`src/logic/scsc_pkg.sv`:
```
// Package of constants for the system clock source control block.
// Assumes a classic Wishbone slave with 8-bit registers in the low byte of 32-bit words.
// Overview of operation
// - External high 4-24 MHz and external low 32.768 kHz sources are selectable.
// - Internal high RC 32 MHz and internal low RC 44 kHz are candidates.
// - Oscillator clock divided by any integer 1-255 gives the processor clock.
// - Internal high RC may be prescaled by 1, 2, 4 or 8.
// - Internal low RC clocks the watchdog and can be system clock.
// - External oscillator config picks high or low external oscillator.
// - After reset oscillator clock is 4 MHz, processor clock 2 MHz.
// - Control bit 7 is read-only external high oscillator ready flag.
// - Control bit 6 is read-only external low oscillator ready flag.
// - Control bit 5 is read-only internal high RC ready, one after reset.
// - Control bit 4 is read-only internal low RC ready, one after reset.
// - Control bit 2 enables external oscillator, cleared at reset.
// - Control bit 1 keeps internal high RC running, set at reset.
// - Prescale field 00/01/10/11 divides by 1/2/4/8, default 11.
// - Divider resets to 2; 0 and 1 pass undivided; else ratio.
// - Select 00 low RC, 01 high RC; unready source keeps previous clock.
// - State field reports active source: 00,01,10,11.
package scsc_pkg;
    localparam logic [3:0] ADR_CONTROL     = 4'h0;
    localparam logic [3:0] ADR_SWITCH      = 4'h1;
    localparam logic [3:0] ADR_DIVIDER     = 4'h2;
    localparam logic [3:0] ADR_EXT_CONFIG  = 4'h3;
    localparam logic [3:0] ADR_STATUS_OSC  = 4'h4;
    localparam int BIT_EXT_HIGH_RDY  = 7;
    localparam int BIT_EXT_LOW_RDY   = 6;
    localparam int BIT_HIGH_RC_RDY   = 5;
    localparam int BIT_LOW_RC_RDY    = 4;
    localparam int BIT_EXT_EN        = 2;
    localparam int BIT_HIGH_RC_EN    = 1;
    localparam int BIT_EXT_SEL       = 0;
    localparam logic [1:0] RST_PRESCALE  = 2'h3;
    localparam logic [1:0] RST_SELECT    = 2'h1;
    localparam logic [7:0] RST_DIVIDER   = 8'h02;
    localparam logic [7:0] RST_EXT_CFG   = 8'h00;
    localparam logic [7:0] RST_RUN_SYNC  = 8'h30;
    localparam logic [1:0] SRC_LOW_RC    = 2'h0;
    localparam logic [1:0] SRC_HIGH_RC   = 2'h1;
    localparam logic [1:0] SRC_EXT_LOW   = 2'h2;
    localparam logic [1:0] SRC_EXT_HIGH  = 2'h3;
    // Warmup spent after an oscillator enable before its ready flag rises
    localparam int  WARM_NS     = 1000;
    localparam int  CLK_NS      = 100;
    localparam logic [7:0] WARM_CYC = 8'(((WARM_NS + CLK_NS - 1) / CLK_NS));
endpackage : scsc_pkg

```
`src/logic/scsc_top.sv`:
```
// System clock source control: registers, source select and clock enables.
// Assumes oscillator running and clock-edge inputs come asynchronously from analogue cells.
`timescale 1ns/1ps
`default_nettype none
module scsc_top (
    input  wire logic        mclk,
    input  wire logic        rst,
    input  wire logic        wb_cyc_i,
    input  wire logic        wb_stb_i,
    input  wire logic        wb_we_i,
    input  wire logic [3:0]  wb_adr_i,
    input  wire logic [3:0]  wb_sel_i,
    input  wire logic [31:0] wb_dat_i,
    output logic      [31:0] wb_dat_o,
    output logic             wb_ack_o,
    input  wire logic        ext_high_osc_run,
    input  wire logic        ext_low_osc_run,
    input  wire logic        high_rc_run,
    input  wire logic        low_rc_run,
    input  wire logic        ext_high_clk,
    input  wire logic        ext_low_clk,
    input  wire logic        high_rc_clock,
    input  wire logic        low_rc_clock,
    output logic             ext_osc_enable,
    output logic             int_high_rc_enable,
    output logic             wdt_tick,
    output logic             osc_tick,
    output logic             cpu_tick,
    output logic [1:0]       active_source_state
);
    ////////////////////////////////////////////////////////////////////////
    // Synchronisers for run levels and source clocks
    logic [7:0] sync1_ff;
    logic [7:0] sync2_ff;
    logic [7:0] sync3_ff;
    always_ff @(posedge mclk) begin
        if (rst) begin
            // Internal RCs read as running so their ready flags survive release
            sync1_ff <= scsc_pkg::RST_RUN_SYNC;
            sync2_ff <= scsc_pkg::RST_RUN_SYNC;
            sync3_ff <= 8'h00;
        end else begin
            sync1_ff <= {ext_high_osc_run, ext_low_osc_run, high_rc_run, low_rc_run,
                         ext_high_clk, ext_low_clk, high_rc_clock, low_rc_clock};
            sync2_ff <= sync1_ff;
            sync3_ff <= sync2_ff;
        end
    end
    // Rising edges of synchronised source clocks; sources faster than mclk/2 alias
    logic [3:0] edge_w;
    assign edge_w = sync2_ff[3:0] & ~sync3_ff[3:0];

    ////////////////////////////////////////////////////////////////////////
    // Registers
    logic       ext_en_ff;
    logic       hrc_en_ff;
    logic [1:0] select_ff;
    logic [1:0] prescale_ff;
    logic [7:0] divider_ff;
    logic [7:0] ext_cfg_ff;
    logic       ack_ff;
    logic [31:0] rdat_ff;
    logic       wr_w;
    assign wr_w = wb_cyc_i && wb_stb_i && wb_we_i && !ack_ff && wb_sel_i[0];
    always_ff @(posedge mclk) begin
        if (rst) begin
            ext_en_ff   <= 1'b0;
            hrc_en_ff   <= 1'b1;
            select_ff   <= scsc_pkg::RST_SELECT;
            prescale_ff <= scsc_pkg::RST_PRESCALE;
            divider_ff  <= scsc_pkg::RST_DIVIDER;
            ext_cfg_ff  <= scsc_pkg::RST_EXT_CFG;
        end else if (wr_w) begin
            case (wb_adr_i)
                scsc_pkg::ADR_CONTROL: begin
                    // Flags and reserved bits ignore writes
                    ext_en_ff <= wb_dat_i[scsc_pkg::BIT_EXT_EN];
                    hrc_en_ff <= wb_dat_i[scsc_pkg::BIT_HIGH_RC_EN];
                end
                scsc_pkg::ADR_SWITCH: begin
                    select_ff   <= wb_dat_i[5:4];
                    prescale_ff <= wb_dat_i[1:0];
                end
                scsc_pkg::ADR_DIVIDER:    divider_ff <= wb_dat_i[7:0];
                scsc_pkg::ADR_EXT_CONFIG: ext_cfg_ff <= wb_dat_i[7:0];
                default: begin
                end
            endcase
        end
    end

    ////////////////////////////////////////////////////////////////////////
    // Ready flags: fall at once on disable or loss, rise after warmup
    logic [3:0] rdy_ff;
    logic [3:0] run_w;
    assign run_w = {sync2_ff[7] & ext_en_ff & ~ext_cfg_ff[scsc_pkg::BIT_EXT_SEL],
                    sync2_ff[6] & ext_en_ff &  ext_cfg_ff[scsc_pkg::BIT_EXT_SEL],
                    sync2_ff[5] & hrc_en_ff, sync2_ff[4]};
    genvar gi;
    generate
        for (gi = 0; gi < 4; gi++) begin : g_rdy
            logic [7:0] warm_ff;
            always_ff @(posedge mclk) begin
                if (rst) begin
                    warm_ff    <= 8'h00;
                    rdy_ff[gi] <= (gi >= 2) ? 1'b0 : 1'b1;
                end else if (!run_w[gi]) begin
                    warm_ff    <= 8'h00;
                    rdy_ff[gi] <= 1'b0;
                end else if (!rdy_ff[gi]) begin
                    if (warm_ff >= scsc_pkg::WARM_CYC - 8'h01) begin
                        rdy_ff[gi] <= 1'b1;
                    end else begin
                        warm_ff <= warm_ff + 8'h01;
                    end
                end
            end
        end
    endgenerate
    // Internal RC flags start ready: the reset value above is for gi 0,1 only
    logic [7:0] control_w;
    assign control_w = {rdy_ff[3], rdy_ff[2], rdy_ff[1], rdy_ff[0], 1'b0,
                        ext_en_ff, hrc_en_ff, 1'b0};

    ////////////////////////////////////////////////////////////////////////
    // Source switch: only a ready source is accepted
    function automatic logic src_ready(input logic [1:0] s, input logic [3:0] r);
        case (s)
            scsc_pkg::SRC_LOW_RC:   src_ready = r[0];
            scsc_pkg::SRC_HIGH_RC:  src_ready = r[1];
            scsc_pkg::SRC_EXT_LOW:  src_ready = r[2];
            default:                src_ready = r[3];
        endcase
    endfunction : src_ready
    logic [1:0] state_ff;
    logic [1:0] req_src_w;
    // Select 1x routes the external oscillator chosen by its config bit
    assign req_src_w = select_ff[1] ? (ext_cfg_ff[scsc_pkg::BIT_EXT_SEL] ?
                       scsc_pkg::SRC_EXT_LOW : scsc_pkg::SRC_EXT_HIGH) : select_ff;
    always_ff @(posedge mclk) begin
        if (rst) begin
            state_ff <= scsc_pkg::SRC_HIGH_RC;
        end else if (src_ready(req_src_w, {rdy_ff[3], rdy_ff[2], rdy_ff[1], rdy_ff[0]})) begin
            state_ff <= req_src_w;
        end
    end

    ////////////////////////////////////////////////////////////////////////
    // Oscillator tick: high RC through prescaler, others direct
    logic [2:0] pre_ff;
    logic       pre_tick_w;
    always_ff @(posedge mclk) begin
        if (rst) begin
            pre_ff <= 3'h0;
        end else if (edge_w[1]) begin
            pre_ff <= pre_ff + 3'h1;
        end
    end
    always_comb begin
        case (prescale_ff)
            2'h0:    pre_tick_w = edge_w[1];
            2'h1:    pre_tick_w = edge_w[1] & pre_ff[0];
            2'h2:    pre_tick_w = edge_w[1] & (&pre_ff[1:0]);
            default: pre_tick_w = edge_w[1] & (&pre_ff);
        endcase
    end
    logic osc_ff;
    logic wdt_ff;
    always_ff @(posedge mclk) begin
        if (rst) begin
            osc_ff <= 1'b0;
            wdt_ff <= 1'b0;
        end else begin
            wdt_ff <= edge_w[0];
            case (state_ff)
                scsc_pkg::SRC_LOW_RC:  osc_ff <= edge_w[0];
                scsc_pkg::SRC_HIGH_RC: osc_ff <= pre_tick_w;
                scsc_pkg::SRC_EXT_LOW: osc_ff <= edge_w[2];
                default:               osc_ff <= edge_w[3];
            endcase
        end
    end
    logic cpu_w;
    scsc_divider u_div (
        .mclk     (mclk),
        .rst      (rst),
        .tick_in  (osc_ff),
        .ratio    (divider_ff),
        .tick_out (cpu_w)
    );

    ////////////////////////////////////////////////////////////////////////
    // Wishbone slave: one-wait-state ack, unmapped reads return zero
    always_ff @(posedge mclk) begin
        if (rst) begin
            ack_ff  <= 1'b0;
            rdat_ff <= 32'h0000_0000;
        end else begin
            ack_ff  <= wb_cyc_i && wb_stb_i && !ack_ff;
            case (wb_adr_i)
                scsc_pkg::ADR_CONTROL:    rdat_ff <= {24'h000000, control_w};
                scsc_pkg::ADR_SWITCH:     rdat_ff <= {24'h000000, state_ff, select_ff,
                                                      2'h0, prescale_ff};
                scsc_pkg::ADR_DIVIDER:    rdat_ff <= {24'h000000, divider_ff};
                scsc_pkg::ADR_EXT_CONFIG: rdat_ff <= {24'h000000, ext_cfg_ff};
                default:                  rdat_ff <= 32'h0000_0000;
            endcase
        end
    end
    assign wb_ack_o = ack_ff;
    assign wb_dat_o = rdat_ff;

    ////////////////////////////////////////////////////////////////////////
    // Outputs from flip-flops
    logic cpu_ff;
    always_ff @(posedge mclk) begin
        if (rst) begin
            cpu_ff <= 1'b0;
        end else begin
            cpu_ff <= cpu_w;
        end
    end
    assign ext_osc_enable      = ext_en_ff;
    assign int_high_rc_enable  = hrc_en_ff;
    assign wdt_tick            = wdt_ff;
    assign osc_tick            = osc_ff;
    assign cpu_tick            = cpu_ff;
    assign active_source_state = state_ff;

    ////////////////////////////////////////////////////////////////////////
    // Checks
    ext_en_reset_a: assert property (
        @(posedge mclk)
        $fell(rst) |-> !ext_osc_enable)
        else $error("ext enable not clear after reset");
    hrc_en_reset_a: assert property (
        @(posedge mclk)
        $fell(rst) |-> int_high_rc_enable)
        else $error("high rc enable not set after reset");
    state_reset_a: assert property (
        @(posedge mclk)
        $fell(rst) |-> active_source_state == scsc_pkg::SRC_HIGH_RC)
        else $error("source state wrong after reset");
    cfg_reset_a: assert property (
        @(posedge mclk)
        $fell(rst) |-> divider_ff == scsc_pkg::RST_DIVIDER && prescale_ff == scsc_pkg::RST_PRESCALE)
        else $error("divider or prescale wrong after reset");
    int_rdy_reset_a: assert property (
        @(posedge mclk)
        $fell(rst) |-> rdy_ff[1] && rdy_ff[0])
        else $error("internal ready flags clear after reset");
    ext_rdy_reset_a: assert property (
        @(posedge mclk)
        $fell(rst) |-> !rdy_ff[3] && !rdy_ff[2])
        else $error("external ready flags set after reset");
    rdy_drop_a: assert property (
        @(posedge mclk) disable iff (rst)
        !hrc_en_ff |=> !rdy_ff[1])
        else $error("ready flag stayed with oscillator disabled");
    ext_rdy_drop_a: assert property (
        @(posedge mclk) disable iff (rst)
        !ext_en_ff |=> !rdy_ff[3] && !rdy_ff[2])
        else $error("external ready stayed with oscillator off");
    ext_low_drop_a: assert property (
        @(posedge mclk) disable iff (rst)
        !run_w[2] |=> !rdy_ff[2])
        else $error("ext low ready stayed without run");
    hrc_warm_a: assert property (
        @(posedge mclk) disable iff (rst)
        $rose(rdy_ff[1]) |-> $past(run_w[1], 10))
        else $error("high rc ready before warmup");
    ext_warm_a: assert property (
        @(posedge mclk) disable iff (rst)
        $rose(rdy_ff[3]) |-> $past(run_w[3], 10))
        else $error("ext high ready before warmup");
    ext_route_a: assert property (
        @(posedge mclk) disable iff (rst)
        rdy_ff[3] |-> !$past(ext_cfg_ff[scsc_pkg::BIT_EXT_SEL]))
        else $error("ext high ready while ext low configured");
    low_route_a: assert property (
        @(posedge mclk) disable iff (rst)
        rdy_ff[2] |-> $past(ext_cfg_ff[scsc_pkg::BIT_EXT_SEL]))
        else $error("ext low ready while ext high configured");
    rsv_zero_a: assert property (
        @(posedge mclk) disable iff (rst)
        wb_ack_o && !wb_we_i && $past(wb_adr_i) == scsc_pkg::ADR_CONTROL
            |-> wb_dat_o[3] == 1'b0 && wb_dat_o[0] == 1'b0)
        else $error("reserved control bit nonzero");
    en_write_a: assert property (
        @(posedge mclk) disable iff (rst)
        wr_w && wb_adr_i == scsc_pkg::ADR_CONTROL
            |=> ext_osc_enable == $past(wb_dat_i[scsc_pkg::BIT_EXT_EN])
            && int_high_rc_enable == $past(wb_dat_i[scsc_pkg::BIT_HIGH_RC_EN]))
        else $error("enable bits not written");
    lane_off_a: assert property (
        @(posedge mclk) disable iff (rst)
        wb_cyc_i && wb_stb_i && wb_we_i && !wb_sel_i[0]
            |=> $stable(divider_ff) && $stable(ext_cfg_ff))
        else $error("write with lane off took effect");
    switch_ready_a: assert property (
        @(posedge mclk) disable iff (rst)
        $changed(state_ff) |-> $past(src_ready(req_src_w, rdy_ff)))
        else $error("switched to unready source");
    state_hold_a: assert property (
        @(posedge mclk) disable iff (rst)
        !src_ready(req_src_w, rdy_ff) |=> $stable(active_source_state))
        else $error("state moved to unready source");
    state_follow_a: assert property (
        @(posedge mclk) disable iff (rst)
        src_ready(req_src_w, rdy_ff) |=> active_source_state == $past(req_src_w))
        else $error("state did not follow ready request");
    osc_ext_high_a: assert property (
        @(posedge mclk) disable iff (rst)
        active_source_state == scsc_pkg::SRC_EXT_HIGH && edge_w[3] |=> osc_tick)
        else $error("ext high edge not passed");
    osc_ext_low_a: assert property (
        @(posedge mclk) disable iff (rst)
        active_source_state == scsc_pkg::SRC_EXT_LOW && edge_w[2] |=> osc_tick)
        else $error("ext low edge not passed");
    osc_low_rc_a: assert property (
        @(posedge mclk) disable iff (rst)
        active_source_state == scsc_pkg::SRC_LOW_RC && edge_w[0] |=> osc_tick)
        else $error("low rc edge not passed");
    pre_bypass_a: assert property (
        @(posedge mclk) disable iff (rst)
        active_source_state == scsc_pkg::SRC_HIGH_RC && prescale_ff == 2'h0 && edge_w[1]
            |=> osc_tick)
        else $error("undivided high rc edge not passed");
    osc_quiet_a: assert property (
        @(posedge mclk) disable iff (rst)
        edge_w == 4'h0 |=> !osc_tick)
        else $error("oscillator tick without source edge");
    div_pass_a: assert property (
        @(posedge mclk) disable iff (rst)
        (osc_ff && divider_ff <= 8'h01 && $stable(divider_ff)) |=> ##1 cpu_tick)
        else $error("undivided clock tick lost");
    cpu_slow_a: assert property (
        @(posedge mclk) disable iff (rst)
        cpu_tick && divider_ff == 8'h04 && $stable(divider_ff) |=> !cpu_tick [*3])
        else $error("cpu tick faster than ratio");
    cpu_from_osc_a: assert property (
        @(posedge mclk) disable iff (rst)
        cpu_tick |-> $past(osc_tick, 2))
        else $error("cpu tick without oscillator tick");
    wdt_follow_a: assert property (
        @(posedge mclk) disable iff (rst)
        edge_w[0] |=> wdt_tick)
        else $error("watchdog tick missing");
    ack_once_a: assert property (
        @(posedge mclk) disable iff (rst)
        wb_ack_o |=> !wb_ack_o)
        else $error("ack held two cycles");
    ack_answer_a: assert property (
        @(posedge mclk) disable iff (rst)
        wb_cyc_i && wb_stb_i && !wb_ack_o |=> wb_ack_o)
        else $error("request not answered");
    dat_upper_a: assert property (
        @(posedge mclk) disable iff (rst)
        wb_ack_o |-> wb_dat_o[31:8] == 24'h000000)
        else $error("upper read data nonzero");
    sw_cov: cover property (@(posedge mclk) $changed(state_ff));
    wr_cov: cover property (@(posedge mclk) wr_w && wb_adr_i == scsc_pkg::ADR_CONTROL);
    rdy_cov: cover property (@(posedge mclk) $rose(rdy_ff[3]));
    div4_cov: cover property (@(posedge mclk) cpu_tick && divider_ff == 8'h04);
    ext_low_cov: cover property (@(posedge mclk) active_source_state == scsc_pkg::SRC_EXT_LOW);
endmodule : scsc_top
`default_nettype wire

```
`src/logic/scsc_divider.sv`:
```
// Integer clock-enable divider for the processor clock.
// Assumes the oscillator tick arrives as a one-cycle enable pulse on mclk.
`timescale 1ns/1ps
`default_nettype none
module scsc_divider (
    input  wire logic       mclk,
    input  wire logic       rst,
    input  wire logic       tick_in,
    input  wire logic [7:0] ratio,
    output logic            tick_out
);
    logic [7:0] cnt_ff;
    logic       out_ff;
    always_ff @(posedge mclk) begin
        if (rst) begin
            cnt_ff <= 8'h00;
            out_ff <= 1'b0;
        end else begin
            out_ff <= 1'b0;
            if (tick_in) begin
                // Ratios 0 and 1 pass every tick
                if (ratio <= 8'h01 || cnt_ff >= ratio - 8'h01) begin
                    cnt_ff <= 8'h00;
                    out_ff <= 1'b1;
                end else begin
                    cnt_ff <= cnt_ff + 8'h01;
                end
            end
        end
    end
    assign tick_out = out_ff;
endmodule : scsc_divider
`default_nettype wire

```
`config.mk`:
```
export PLATFORM = sky130hd
export DESIGN_NAME = scsc_top
export DESIGN_NICKNAME = d
export VERILOG_FILES = /design/src/logic/scsc_pkg.sv /design/src/logic/scsc_top.sv /design/src/logic/scsc_divider.sv
export SDC_FILE = /design/constraint.sdc
export NUM_CORES = 1
export LEC_CHECK = 0
export BUFFER_PORTS_ARGS = -buffer_cell sky130_fd_sc_hd__buf_4
export CAP_MARGIN = 20
export CORE_MARGIN = 2
export CORE_UTILIZATION = 48
export CTS_CLUSTER_SIZE = 25
export DETAILED_ROUTE_END_ITERATION = 12
export PLACE_DENSITY = 0.71
export SYNTH_ARGS = -nofsm -noshare
export SYNTH_HDL_FRONTEND = slang
export SYNTH_HIERARCHICAL = 1
export SYNTH_SLANG_ARGS = --single-unit
```
`constraint.sdc`:
```
create_clock -name mclk -period 5.36 [get_ports mclk]
set_input_delay 0.268 -clock mclk [delete_from_list [all_inputs] [get_ports mclk]]
set_output_delay 0.268 -clock mclk [all_outputs]
set_load 0.01 [all_outputs]
```
==> results.yml <==
run_status:
  outcome: "completed"
critical_path:
  crit_arrival_ps: 2750
  cp-end-kind: "register"
  crit_type: "reg -> reg"
  crit_required_ps: 5580
  cp-start-kind: "register"
  slowest_delay_ps: 560
  worstPathCellList: "or4_4, nor4_1, xnor2_1, ha_1, nand2_1, a211o_2, o211ai_4, o221ai_1"
  crit_fanout: 7
  critPathSlowestCell: "sky130_fd_sc_hd__or4_4"
pwr:
  power.switching_uw: 307
  int_power_mw: 1.05
  static-leakage-power_nw: 2.13
  power_frac_seq_pct: 58.4
  cellPowerDensity_nw_per_um2: 260
  logic_gate_share_of_total_power_pct: 6.2
  sw_frac_of_total_pct: 22.7
  share_clk_of_total_power_pct: 35.3
  power.ir.vdd_worst_v: 0.000172
  design_power_total_mw: 1.35
yosys:
  avgSynthCellArea_um2: 10.1
  netlist_instances: 466
  synth.yosys.seq_area_share_pct: 44.3
  synth-warning-count: 6
  yosys-mux-area-fraction_pct: 7.06
  synth.cell_area_um2: 4700
  yosys.area_share.xor_xnor_pct: 2.98
  synth-compound-area-share_pct: 11.4
  synth-simple-area-share_pct: 20.0
  largest_family_of_logic_cells_by_synthesized_area: "simple AND/OR/NAND/NOR gates"
  synth_top_flop_cell: "sky130_fd_sc_hd__dfxtp_1"
  yosys.cell_types.count: 60
  synth_area_in_adders_pct: 7.46
  synth_seq_cells: 104
  synth-async-reset-ratio_pct: 0
  number_of_synthesized_flops_with_an_enable_pin: 0
grt:
  pin_count_of_the_biggest_net_entering_global_routing: 74
  grt_first_pass_wirelength_um: 14100
  initial_antenna_violation_count: 0
  grt_overflow_total: 0
  grt_use_total_pct: 16.8
  grt_pass1_vias: 2976
clock_network:
  cts-buffers-inserted: 9
  numClockSinks: 104
  clk_pin_slew_ps: 100
  cts_tree: "yes"
  cts_hold_repair.buffers: 0
  clk_latency_ps: 360
  cts.root.buffer_cell: "sky130_fd_sc_hd__clkbuf_8"
  clockBufferDepth: 2
  cts.htree.levels: 3
  buffer_count_from_post_cts_setup_fixing: 0
  cts_resized: 0
floorplanning:
  height_of_the_chip_um: 103
  placementRows: 36
  ioPinCount: 93
  initial_core_util_pct: 48.7
  die_x_um: 103
  core_area_um2: 9640
  total_die_area_um2: 10600
timing:
  timing_hold_violations_final: 0
  totalNegativeSetupSlack_ps: 0
  fin_ws_ps: 2830
  skew_ps: 11.0
  max_transition_viols_final: 0
  finalSetupViolCount: 0
  fin_crit_sh_pct: 47.2
  tightestPinTransition_ps: 797
  rsz0062_at_grt: "false"
  relSlewSlack_pct: 46.1
  fin_crit_ps: 2530
  maxClockFrequency_mhz: 395
place:
  place_worst_setup_slack_ps: 2860
  gp_congestion: 0.783
  dp_hpwl_um: 6120
  port-buffer-count: 41
job:
  cap_violations: 0
finish:
  area_delta_synth_final_pct: 11.0
  finalCoreUtilization_pct: 54.0
  num_antenna_cells: 0
  multi_input_area_um2: 2390
  seq_area_um2: 2080
  num-nets-final: 585
  n_fill_cell: 879
  share_of_layout_cells_above_drive_strength_1_pct: 16.4
detailed_routing:
  drt_pre_antenna_iters: 4
  via_count: 3245
  routed_wirelength_um: 8390
  drt-vias-per-instance: 5.07
  route.detailed.drc: 0
  number_of_drc_violations_after_detailed_routing_iteration_0: 145
  post_drt_wl_per_cell_um: 13.1
  route.antenna.remaining_nets: 0
hold_path:
  hold_path_class: "in -> reg"
## synth_stat cells, drive strengths merged, types with 5 or more instances
library cell / instances / area, um2
xnor2: 9 / 78.8
dfxtp: 104 / 2080
o22a: 5 / 43.8
buf: 32 / 220
clkbuf: 5 / 18.8
nor2b: 20 / 125
or3: 6 / 38.8
a211oi: 6 / 50.1
xor2: 7 / 61.3
mux2i: 32 / 320
a21oi: 15 / 75.1
and2: 17 / 106
inv: 20 / 75.1
nand2: 13 / 48.8
nand2b: 6 / 37.5
or3b: 5 / 43.8
nor2: 49 / 184
ha: 28 / 350
nand3: 8 / 40.0
or2: 5 / 31.3
nor3: 14 / 86.3
## critical path: cells and delay by family, from the launching register on
family / cells / cell delay (ps)
adders and majority gates: 1 / 300
xor gates and xnor gates: 1 / 120
DFF: 1 / 360
AOI/OAI and AO/OA: 3 / 730
and+or+nand+nor: 3 / 890
## worst paths after layout
check,slack (ps),to,startpoint,cells past startpoint
hold reg to reg,410,sync2_ff[4],sync1_ff[4],1
hold / removal,90,sync1_ff[4],low_rc_run,2
setup reg to reg,2830,u_div/cnt_ff[2],divider_ff[5],8
setup / recovery,2830,u_div/cnt_ff[2],divider_ff[5],8
## per-stage QoR
| step | hold WS, ps | area [um2] | std cells |
|---|---|---|---|
| detailed placement | 392 | 5020 | 626 |
| floorplan | 372 | 4780 | 489 |
| global route | 74.1 | 5210 | 640 |
| CTS | 80.2 | 5210 | 640 |
| global placement | 394 | 5020 | 626 |
| finish | 90.7 | 5210 | 640 |
## layout make-up
class	count	share of cell area, %
repair buffers	41	5.91
clock buffers	10	2.64
inverters	20	1.44
well taps	133	3.19
clock inverters	4	1.06
multi-input cells	328	45.8
flip-flops and latches	104	40.0
## cells by family (layout without fill, tap and decap cells)
kind of cell             count (synthesis)  in the layout
AND/OR/NAND/NOR                        166            166
flip-flops                             104            104
AO/OA/AOI/OAI                           61             61
buffers and inverters                   57             75
multiplexers                            33             33
adder cells (fa/ha/maj)                 28             28
XOR/XNOR                                16             16
other                                    1             24
## power by group through the flow
| stage | Clock (mW) | Sequential, mW | Combinational, mW |
|---|---|---|---|
| finish | 0.478 | 0.791 | 0.0845 |
| global route | 0.529 | 0.793 | 0.0944 |
| CTS | 0.494 | 0.791 | 0.0849 |
| detailed placement | 0 | 0.809 | 0.0847 |
| global placement | 0 | 0.808 | 0.0827 |
| floorplan | 0 | 0.807 | 0.0706 |
## state kept, by name (all words and copies together), names as in the netlist, 2 cells and up
signal,cells
active_source_state,2
divider_ff,8
select_ff,2
ext_cfg_ff,8
pre_ff,3
prescale_ff,2
wb_dat_o,8
u_div/cnt_ff,8
g_rdy.warm_ff,32
sync2_ff,8
sync3_ff,4
sync1_ff,8
control_w,4
## metal layers
| metal | part of all wire, % | global-route usage [%] | vias up |
|---|---|---|---|
| met5 | 0 | 0 | - |
| met4 | 0.85 | 3.74 | 0 |
| met3 | 4.4 | 4.47 | 7 |
| met2 | 45 | 26.9 | 67 |
| met1 | 50 | 23.0 | 1526 |
| li1 | - | - | 1645 |
## cell usage in the layout, fill, tap and decap left out, types with 5 or more instances in the layout
cell type,n
sky130_fd_sc_hd__clkbuf_8,10
sky130_fd_sc_hd__nand2b_1,6
sky130_fd_sc_hd__mux2i_1,32
sky130_fd_sc_hd__dfxtp_1,104
sky130_fd_sc_hd__buf_4,41
sky130_fd_sc_hd__nor2_1,49
sky130_fd_sc_hd__nand3_1,8
sky130_fd_sc_hd__nor3_1,12
sky130_fd_sc_hd__nand2_1,13
sky130_fd_sc_hd__xor2_1,7
sky130_fd_sc_hd__conb_1,24
sky130_fd_sc_hd__xnor2_1,9
sky130_fd_sc_hd__or2_2,5
sky130_fd_sc_hd__o22a_1,5
sky130_fd_sc_hd__and2_1,17
sky130_fd_sc_hd__nor2b_1,20
sky130_fd_sc_hd__ha_1,28
sky130_fd_sc_hd__or3_1,5
sky130_fd_sc_hd__inv_1,20
sky130_fd_sc_hd__a211oi_1,5
sky130_fd_sc_hd__a21oi_1,15
No activity file was read; power rests on OpenSTA's default activity.
